==> config.mk <==
export PLATFORM = sky130hd
export DESIGN_NAME = trigger_sequencer_control_status
export DESIGN_NICKNAME = d
export VERILOG_FILES = /design/src/rtl/seq_ctl_pkg.sv /design/src/rtl/trigger_sequencer_control_status.sv
export VERILOG_INCLUDE_DIRS = /design/src /design/src/rtl
export SDC_FILE = /design/constraint.sdc
export NUM_CORES = 1
export LEC_CHECK = 0
export ABC_AREA = 1
export BUFFER_PORTS_ARGS = -buffer_cell sky130_fd_sc_hd__buf_2
export CAP_MARGIN = 40
export CELL_PAD_IN_SITES_DETAIL_PLACEMENT = 1
export CELL_PAD_IN_SITES_GLOBAL_PLACEMENT = 1
export CORE_UTILIZATION = 36
export CTS_BUF_LIST = sky130_fd_sc_hd__clkbuf_8 sky130_fd_sc_hd__clkbuf_16
export DETAILED_ROUTE_END_ITERATION = 7
export PLACE_DENSITY = 0.86
export SYNTH_ARGS = -nofsm -noshare
export SYNTH_HDL_FRONTEND = slang
export SYNTH_SLANG_ARGS = --single-unit
==> constraint.sdc <==
create_clock -name mclk_i -period 3.7 [get_ports mclk_i]
set_input_delay 0 -clock mclk_i [delete_from_list [all_inputs] [get_ports mclk_i]]
set_output_delay 0 -clock mclk_i [all_outputs]
set_load 0.02 [all_outputs]
==> src/rtl/seq_ctl_params.svh <==
`ifndef SEQ_CTL_PARAMS_SVH
`define SEQ_CTL_PARAMS_SVH
// byte addresses on the register bus
`define CSR_OFFSET        4'h0
`define IRQ_STAT_OFFSET   4'h4
`define IRQ_MASK_OFFSET   4'h8
`define LIMIT_OFFSET      4'hc
// control/status field positions
`define BIT_ENABLE        15
`define BIT_STOP_IDLE     13
`define BIT_TOGGLE        12
`define BIT_SW_TRIG       10
`define BIT_SINGLE_STEP   9
`define BIT_VISIBILITY    8
`define BIT_START         7
`define BIT_WDT_FLAG      6
`define FIELD_INMODE_HI   1
`define FIELD_INMODE_LO   0
// writable bits of the control/status word
`define CSR_WMASK         16'hb783
`define CSR_RESET         16'h0000
// interrupt status bits
`define IRQ_BIT_WDT       0
`define IRQ_BIT_SWTRIG    1
`define IRQ_RESET         2'h0
`endif

==> src/rtl/seq_ctl_pkg.sv <==
package seq_ctl_pkg;
  typedef struct packed {
    logic       enable;
    logic       stop_in_idle;
    logic       toggle_mode;
    logic       single_step;
    logic       visibility;
    logic       start;
    logic       wdt_flag;
    logic [1:0] input_mode;
  } ctl_t;

  typedef enum logic [1:0] {
    BUS_IDLE = 2'b00,
    BUS_ACK  = 2'b01
  } bus_state_t;

  typedef struct packed {
    logic [1:0]  rst_sync;
    bus_state_t  bus;
    ctl_t        ctl;
    logic [1:0]  irq_stat;
    logic [1:0]  irq_mask;
    logic [15:0] limit_shadow;
    logic [15:0] rdata;
    logic        sw_trig;
  } state_t;
endpackage

==> src/rtl/trigger_sequencer_control_status.sv <==
// The address map and the Avalon-MM interface to the registers are this design's own decisions.
`timescale 1ns/1ps
`include "seq_ctl_params.svh"
// What this block does
// RULE1: enable bit 15 runs the sequencer
// RULE2: bit 13 halts sequencer during idle
// RULE3: bit 12 set: trigger command toggles output
// RULE4: bit 12 clear: trigger command emits pulse
// RULE5: writing one to bit 10 triggers
// RULE6: bit 9 enables single-step mode
// RULE7: bit 8 set: limit reads show live
// RULE8: bit 8 clear: limit reads show written
// RULE9: bit 7 starts continuous command execution
// RULE10: hardware sets bit 6 on watchdog timeout
// RULE11: bits 1:0 steer wait-input commands only
// RULE12: bits 14,11,5:2 read zero, ignore writes
// RULE13: software trigger is one-cycle pulse
module trigger_sequencer_control_status #(
  parameter int LIMIT_W = 16
) (
  input  wire logic               mclk_i,
  input  wire logic               nrst_i,
  input  wire logic [3:0]         avs_address_i,
  input  wire logic               avs_read_i,
  input  wire logic               avs_write_i,
  input  wire logic [31:0]        avs_writedata_i,
  input  wire logic [3:0]         avs_byteenable_i,
  output logic      [31:0]        avs_readdata_o,
  output logic                    avs_waitrequest_o,
  input  wire logic               device_idle_i,
  input  wire logic               wdt_timeout_i,
  input  wire logic [LIMIT_W-1:0] live_count_i,
  output logic                    seq_run_o,
  output logic                    toggle_mode_o,
  output logic                    single_step_o,
  output logic                    start_o,
  output logic [1:0]              input_mode_o,
  output logic                    sw_trigger_o,
  output logic [LIMIT_W-1:0]      limit_value_o,
  output logic                    limit_write_o,
  output logic                    irq_o
);
  seq_ctl_pkg::state_t st_r;
  seq_ctl_pkg::state_t st_nxt;
  logic [1:0]          idle_sync_r;
  logic                rst_n;
  logic [15:0]         csr_view;
  logic [15:0]         wdata16;
  logic                acc;
  logic                wr;
  logic [1:0]          events;

  assign rst_n = st_r.rst_sync[1];
  assign wdata16 = avs_writedata_i[15:0];
  assign acc = (avs_read_i | avs_write_i) && st_r.bus == seq_ctl_pkg::BUS_IDLE;
  // write commits on the edge that ends the wait state, as the master sees it
  assign wr = avs_write_i && st_r.bus == seq_ctl_pkg::BUS_ACK
              && (&avs_byteenable_i[1:0]);

  always_comb begin
    csr_view = 16'h0000; // RULE12
    csr_view[`BIT_ENABLE]      = st_r.ctl.enable;
    csr_view[`BIT_STOP_IDLE]   = st_r.ctl.stop_in_idle;
    csr_view[`BIT_TOGGLE]      = st_r.ctl.toggle_mode;
    csr_view[`BIT_SINGLE_STEP] = st_r.ctl.single_step;
    csr_view[`BIT_VISIBILITY]  = st_r.ctl.visibility;
    csr_view[`BIT_START]       = st_r.ctl.start;
    csr_view[`BIT_WDT_FLAG]    = st_r.ctl.wdt_flag;
    csr_view[`FIELD_INMODE_HI:`FIELD_INMODE_LO] = st_r.ctl.input_mode;
  end

  // device_idle_i is synchronised over two flops; the struct keeps its own reset flops
  always_ff @(posedge mclk_i or negedge nrst_i) begin
    if (!nrst_i) begin
      idle_sync_r <= 2'h0;
    end else begin
      idle_sync_r <= {idle_sync_r[0], device_idle_i};
    end
  end

  always_comb begin
    st_nxt = st_r;
    st_nxt.rst_sync = {st_r.rst_sync[0], 1'b1};
    st_nxt.sw_trig = 1'b0;
    events = 2'h0;
    events[`IRQ_BIT_WDT] = wdt_timeout_i & ~st_r.ctl.wdt_flag;
    if (acc) begin
      st_nxt.bus = seq_ctl_pkg::BUS_ACK;
      // read data stands until the next read; writes leave it alone
      if (avs_read_i) begin
        case (avs_address_i)
          `CSR_OFFSET:      st_nxt.rdata = csr_view;
          `IRQ_STAT_OFFSET: st_nxt.rdata = {14'h0000, st_r.irq_stat};
          `IRQ_MASK_OFFSET: st_nxt.rdata = {14'h0000, st_r.irq_mask};
          `LIMIT_OFFSET: begin
            if (st_r.ctl.visibility) begin
              st_nxt.rdata = 16'(live_count_i); // RULE7
            end else begin
              st_nxt.rdata = st_r.limit_shadow; // RULE8
            end
          end
          default:          st_nxt.rdata = 16'h0000;
        endcase
      end
    end else begin
      st_nxt.bus = seq_ctl_pkg::BUS_IDLE;
    end
    if (wr) begin
      case (avs_address_i)
        `CSR_OFFSET: begin
          st_nxt.ctl.enable       = wdata16[`BIT_ENABLE]; // RULE1
          st_nxt.ctl.stop_in_idle = wdata16[`BIT_STOP_IDLE]; // RULE2
          st_nxt.ctl.toggle_mode  = wdata16[`BIT_TOGGLE];
          st_nxt.ctl.single_step  = wdata16[`BIT_SINGLE_STEP]; // RULE6
          st_nxt.ctl.visibility   = wdata16[`BIT_VISIBILITY];
          st_nxt.ctl.start        = wdata16[`BIT_START]; // RULE9
          st_nxt.ctl.input_mode   =
            wdata16[`FIELD_INMODE_HI:`FIELD_INMODE_LO]; // RULE11
          // flag is hardware-set only; software may clear it by writing 0
          if (!wdata16[`BIT_WDT_FLAG]) begin
            st_nxt.ctl.wdt_flag = 1'b0;
          end
          if (wdata16[`BIT_SW_TRIG]) begin
            st_nxt.sw_trig = 1'b1; // RULE5 RULE13
            events[`IRQ_BIT_SWTRIG] = 1'b1;
          end
        end
        `IRQ_STAT_OFFSET: begin
          st_nxt.irq_stat = st_r.irq_stat & ~wdata16[1:0];
        end
        `IRQ_MASK_OFFSET: st_nxt.irq_mask = wdata16[1:0];
        `LIMIT_OFFSET:    st_nxt.limit_shadow = wdata16;
        default: ;
      endcase
    end
    // hardware set wins over a same-cycle software clear
    if (wdt_timeout_i) begin
      st_nxt.ctl.wdt_flag = 1'b1; // RULE10
    end
    st_nxt.irq_stat = st_nxt.irq_stat | events;
  end

  always_ff @(posedge mclk_i or negedge nrst_i) begin
    if (!nrst_i) begin
      st_r <= '0;
    end else if (!rst_n) begin
      st_r          <= '0;
      st_r.rst_sync <= {st_r.rst_sync[0], 1'b1};
    end else begin
      st_r <= st_nxt;
    end
  end

  assign avs_waitrequest_o = (avs_read_i | avs_write_i)
                           && st_r.bus == seq_ctl_pkg::BUS_IDLE;
  assign avs_readdata_o    = {16'h0000, st_r.rdata};
  // stop-in-idle freezes the core while the device idles
  assign seq_run_o     = st_r.ctl.enable
                       & ~(st_r.ctl.stop_in_idle & idle_sync_r[1]); // RULE1 RULE2
  assign toggle_mode_o = st_r.ctl.toggle_mode; // RULE3 RULE4
  assign single_step_o = st_r.ctl.single_step;
  assign start_o       = st_r.ctl.start & seq_run_o; // RULE9
  assign input_mode_o  = st_r.ctl.input_mode;
  assign sw_trigger_o  = st_r.sw_trig; // RULE13
  assign limit_value_o = LIMIT_W'(st_r.limit_shadow);
  assign limit_write_o = 1'b0;
  assign irq_o         = |(st_r.irq_stat & st_r.irq_mask);
endmodule

==> summary.md <==
| Metric | Value |
|---|---|
| Data required time at the worst endpoint | 3.90 ns |
| Post-route setup TNS | 0 ns |
| GRT Total Usage | 19.4% |
| Final Instance Count excl. Fillers | 531 |
| Worst-path maximum fanout | 20 |
| Setup violators final | 0 |
| Detailed-placement wirelength estimate | 5630 µm |
| Clock tree from TritonCTS | built |
| Vias in the first global route | 2535 |
| Depth of the worst register-to-register path | 7 |
| Number of gates resized after CTS | 0 |
| Critical path launch point | csr_view[8] |
| DRC violation total after the first TritonRoute iteration | 108 |
| Number of slew-limit violations in the final report | 0 |
| Pin count of the biggest net entering global routing | 52 |
| Num ports | 120 |
| Inserted Clock Buffers | 5 |
| Share of final-layout standard cells stronger than drive strength 1 | 25.0% |
| Headroom to the max-slew limit | 56.4% |
| Number of clock sinks seen by CTS | 51 |
| Crit share post-route | 48.9% |
| Die Span Y | 90.4 µm |
| Cells taking the most area after synthesis | dfrtp_1 (45%), nand2_1 (20%), buf_4 (14%) |
| Power, Total | 1.14 mW |
| CP endpoint kind | flop |
| Area share of the leading cell type in the synthesized netlist | 45.4% |
| Number of search-and-repair iterations in the first detailed-routing pass | 6 |
| Capturing point of the worst reg2reg path | avs_readdata_o[15] |
| Highest Clock Rate | 552 MHz |
| Cell at the slowest stage of the critical path | dfrtp_1 |
| Number of max-capacitance violations reported | 0 |
| Die Wd | 90.4 µm |
| Flop-to-flop setup slack | 1.89 ns |
| Buffer depth of the longest clock path | 2 |
| Post-Syn Area per Cell | 7.72 µm² |
| Slew at the pin closest to its max-slew limit | 0.655 ns |
| Clock transition time at the flip-flop clock pins of the worst setup and hold paths | 0.09 ns |
| Wire length of the first global-routing pass | 12700 µm |
| Area of the die | 8160 µm² |
| Number of remaining DRC errors | 0 |
| Class of the most critical setup path | flop to flop |
| Stage delay of the slowest cell on the critical path | 0.68 ns |
| Effective utilization at floorplan | 37.9% |
| Kind of start point of the critical path | flop |
| Seq cells post-synth | 51 |
| Hold violation total from the final report | 0 |
| Most common library cell in the layout ignoring fill and taps | nand2_1 |
| Min-delay worst type | input pin to flop |
| Area of the core | 7410 µm² |
| Sequential share of the synthesized area | 45.4% |
| Total congestion overflow after global routing | 0 |
| Remaining number of nets flagged by the antenna check after routing | 0 |
| End point of the critical path | avs_readdata_o[15] |
| Post-synthesis instance total | 364 |
| Worst Path Arrival | 2.01 ns |
| Cell count after placement | 504 |
| CTS H-tree lvls | 2 |
| Cell leakage power | 1.96 nW |
| Reg-to-reg critical path startpoint | csr_view[8] |
| Clock skew after layout | 0.0140 ns |
| Maximum resistive drop on vdd | 0.135 mV |
| Buffer type at the clock tree root | clkbuf_8 |
| Antenna violations before repair | 0 |
| Clk_lat worst skew | 0.31 ns |
| Crit path cell chain | inv_1 > nand2_1 > nand2_1 > nand2_1 > o21ai_0 > nand2_1 > nand2_1 |
| Largest area contributor in the netlist | dfrtp_1 |
| Floorplan row count | 31 |
| Vias per cell | 4.64 |
| Global placement routability congestion | 0.844 |
| Diode insertion count for antenna repair | 0 |
| Result of the run | finished clean |
| Power per cell area | 342 nW/µm² |
| Routed wire length | 7610 µm |
| Number of different library cells in the post-synthesis netlist | 25 |
| Most Frequent Cell on Critical Path | nand2_1 |
| Overall via count from detail_route | 2465 |
| Area growth from synthesis to layout | 18.1% |
| Syn. warnings | 0 |
| Final layout net count | 493 |
| DR WL/cell | 14.3 µm |
| Min Tclk post-route | 1.81 ns |
| Layout Utilization | 44.8% |
| Synthesized area | 2810 µm² |
| PortBufs | 84 |
| Setup repair after global routing missed its margin | false |
| Most frequent cells in the layout | nand2_1 (151), buf_2 (84), dfrtp_1 (51) |
metal layers:
layer | track usage (%) | vias up | wire, µm
li1 | - | 1203 | -
met1 | 25.3 | 1181 | 3410
met2 | 33.5 | 71 | 3750
met3 | 3.45 | 10 | 344
met4 | 4.57 | 0 | 110
met5 | 0 | - | 0
flip-flops by register name (all words and copies together), names as in the netlist:
signal / flops
sw_trigger_o: 1
rst_n: 1
idle_sync_r: 2
single_step_o: 1
csr_view: 5
avs_readdata_o: 16
st_r: 5
limit_value_o: 16
toggle_mode_o: 1
st_nxt: 1
input_mode_o: 2
timing repair:
action                    4_1_cts  5_1_grt
hold buffers                   19        0
setup buffers                   0        0
hold endpoints to repair       77        0
synthesized netlist by cell type:
master    instances
dfrtp_1          51
a21oi_1           1
o211ai_1          7
nand4_1           6
nor2_4            2
nor3_1            3
buf_4            51
o21ai_1          11
o21ai_0          10
or2_2             4
nand2_4           1
nand2_1         151
buf_6             1
conb_1            2
and2_1            1
nand3_1          19
nor2_2            3
o21bai_1          2
nand2_2           1
buf_2             5
nor2_1            5
inv_2             4
inv_1            18
a22o_1            1
clkbuf_1          4
through the flow:
step           worst slack [ns]  instance area [µm²]  hold slack [ns]
4_1_cts                    1.88                 3320          0.00848
6_report                   1.89                 3320          0.00933
2_1_floorplan              2.50                 2870           -0.296
3_3_place_gp               1.96                 3000            0.109
3_5_place_dp               1.90                 3000            0.110
5_1_grt                    1.72                 3320           0.0428
cell type report:
class | instances | area (µm²)
repair buffers | 105 | 626
well taps | 99 | 124
fillers | 940 | 4090
clock inverters | 3 | 63.8
multi-input cells | 246 | 1080
inverters | 22 | 82.6
flip-flops and latches | 51 | 1280
clock buffers | 5 | 68.8
logic make-up (layout without fill, tap and decap cells):
kind of cell,Yosys count,count (layout),synth area share (%)
AND/OR/NAND/NOR,196,196,29.3
buffers and inverters,83,135,18.4
flip-flops,51,51,45.4
AO/OA/AOI/OAI,32,32,6.63
other,2,18,0.267
critical path, delay by kind of cell, from the launching register on:
kind                   cells  cell delay (ns)
DFF                        1             0.68
buffers and inverters      1             0.47
and+or+nand+nor            5             0.44
AOI/OAI and AO/OA          1             0.13
how the worst min path moves through the flow:
stage,from,end,slack (ns),cells past startpoint
finish,live_count_i[2],avs_readdata_o[2],0.009,3
global route,live_count_i[2],avs_readdata_o[2],0.04,3
CTS,live_count_i[2],avs_readdata_o[2],0.008,3
detailed placement,device_idle_i,idle_sync_r[0],0.11,1
global placement,device_idle_i,idle_sync_r[0],0.11,1
floorplan,nrst_i,avs_readdata_o[0],-0.30,0
power by group:
| group | internal (mW) | switching [mW] | total [mW] |
|---|---|---|---|
| Combinational | 0.0391 | 0.0726 | 0.112 |
| Sequential | 0.562 | 0.00613 | 0.569 |
| Clock | 0.268 | 0.188 | 0.456 |
No activity file was read; power rests on OpenSTA's default activity.
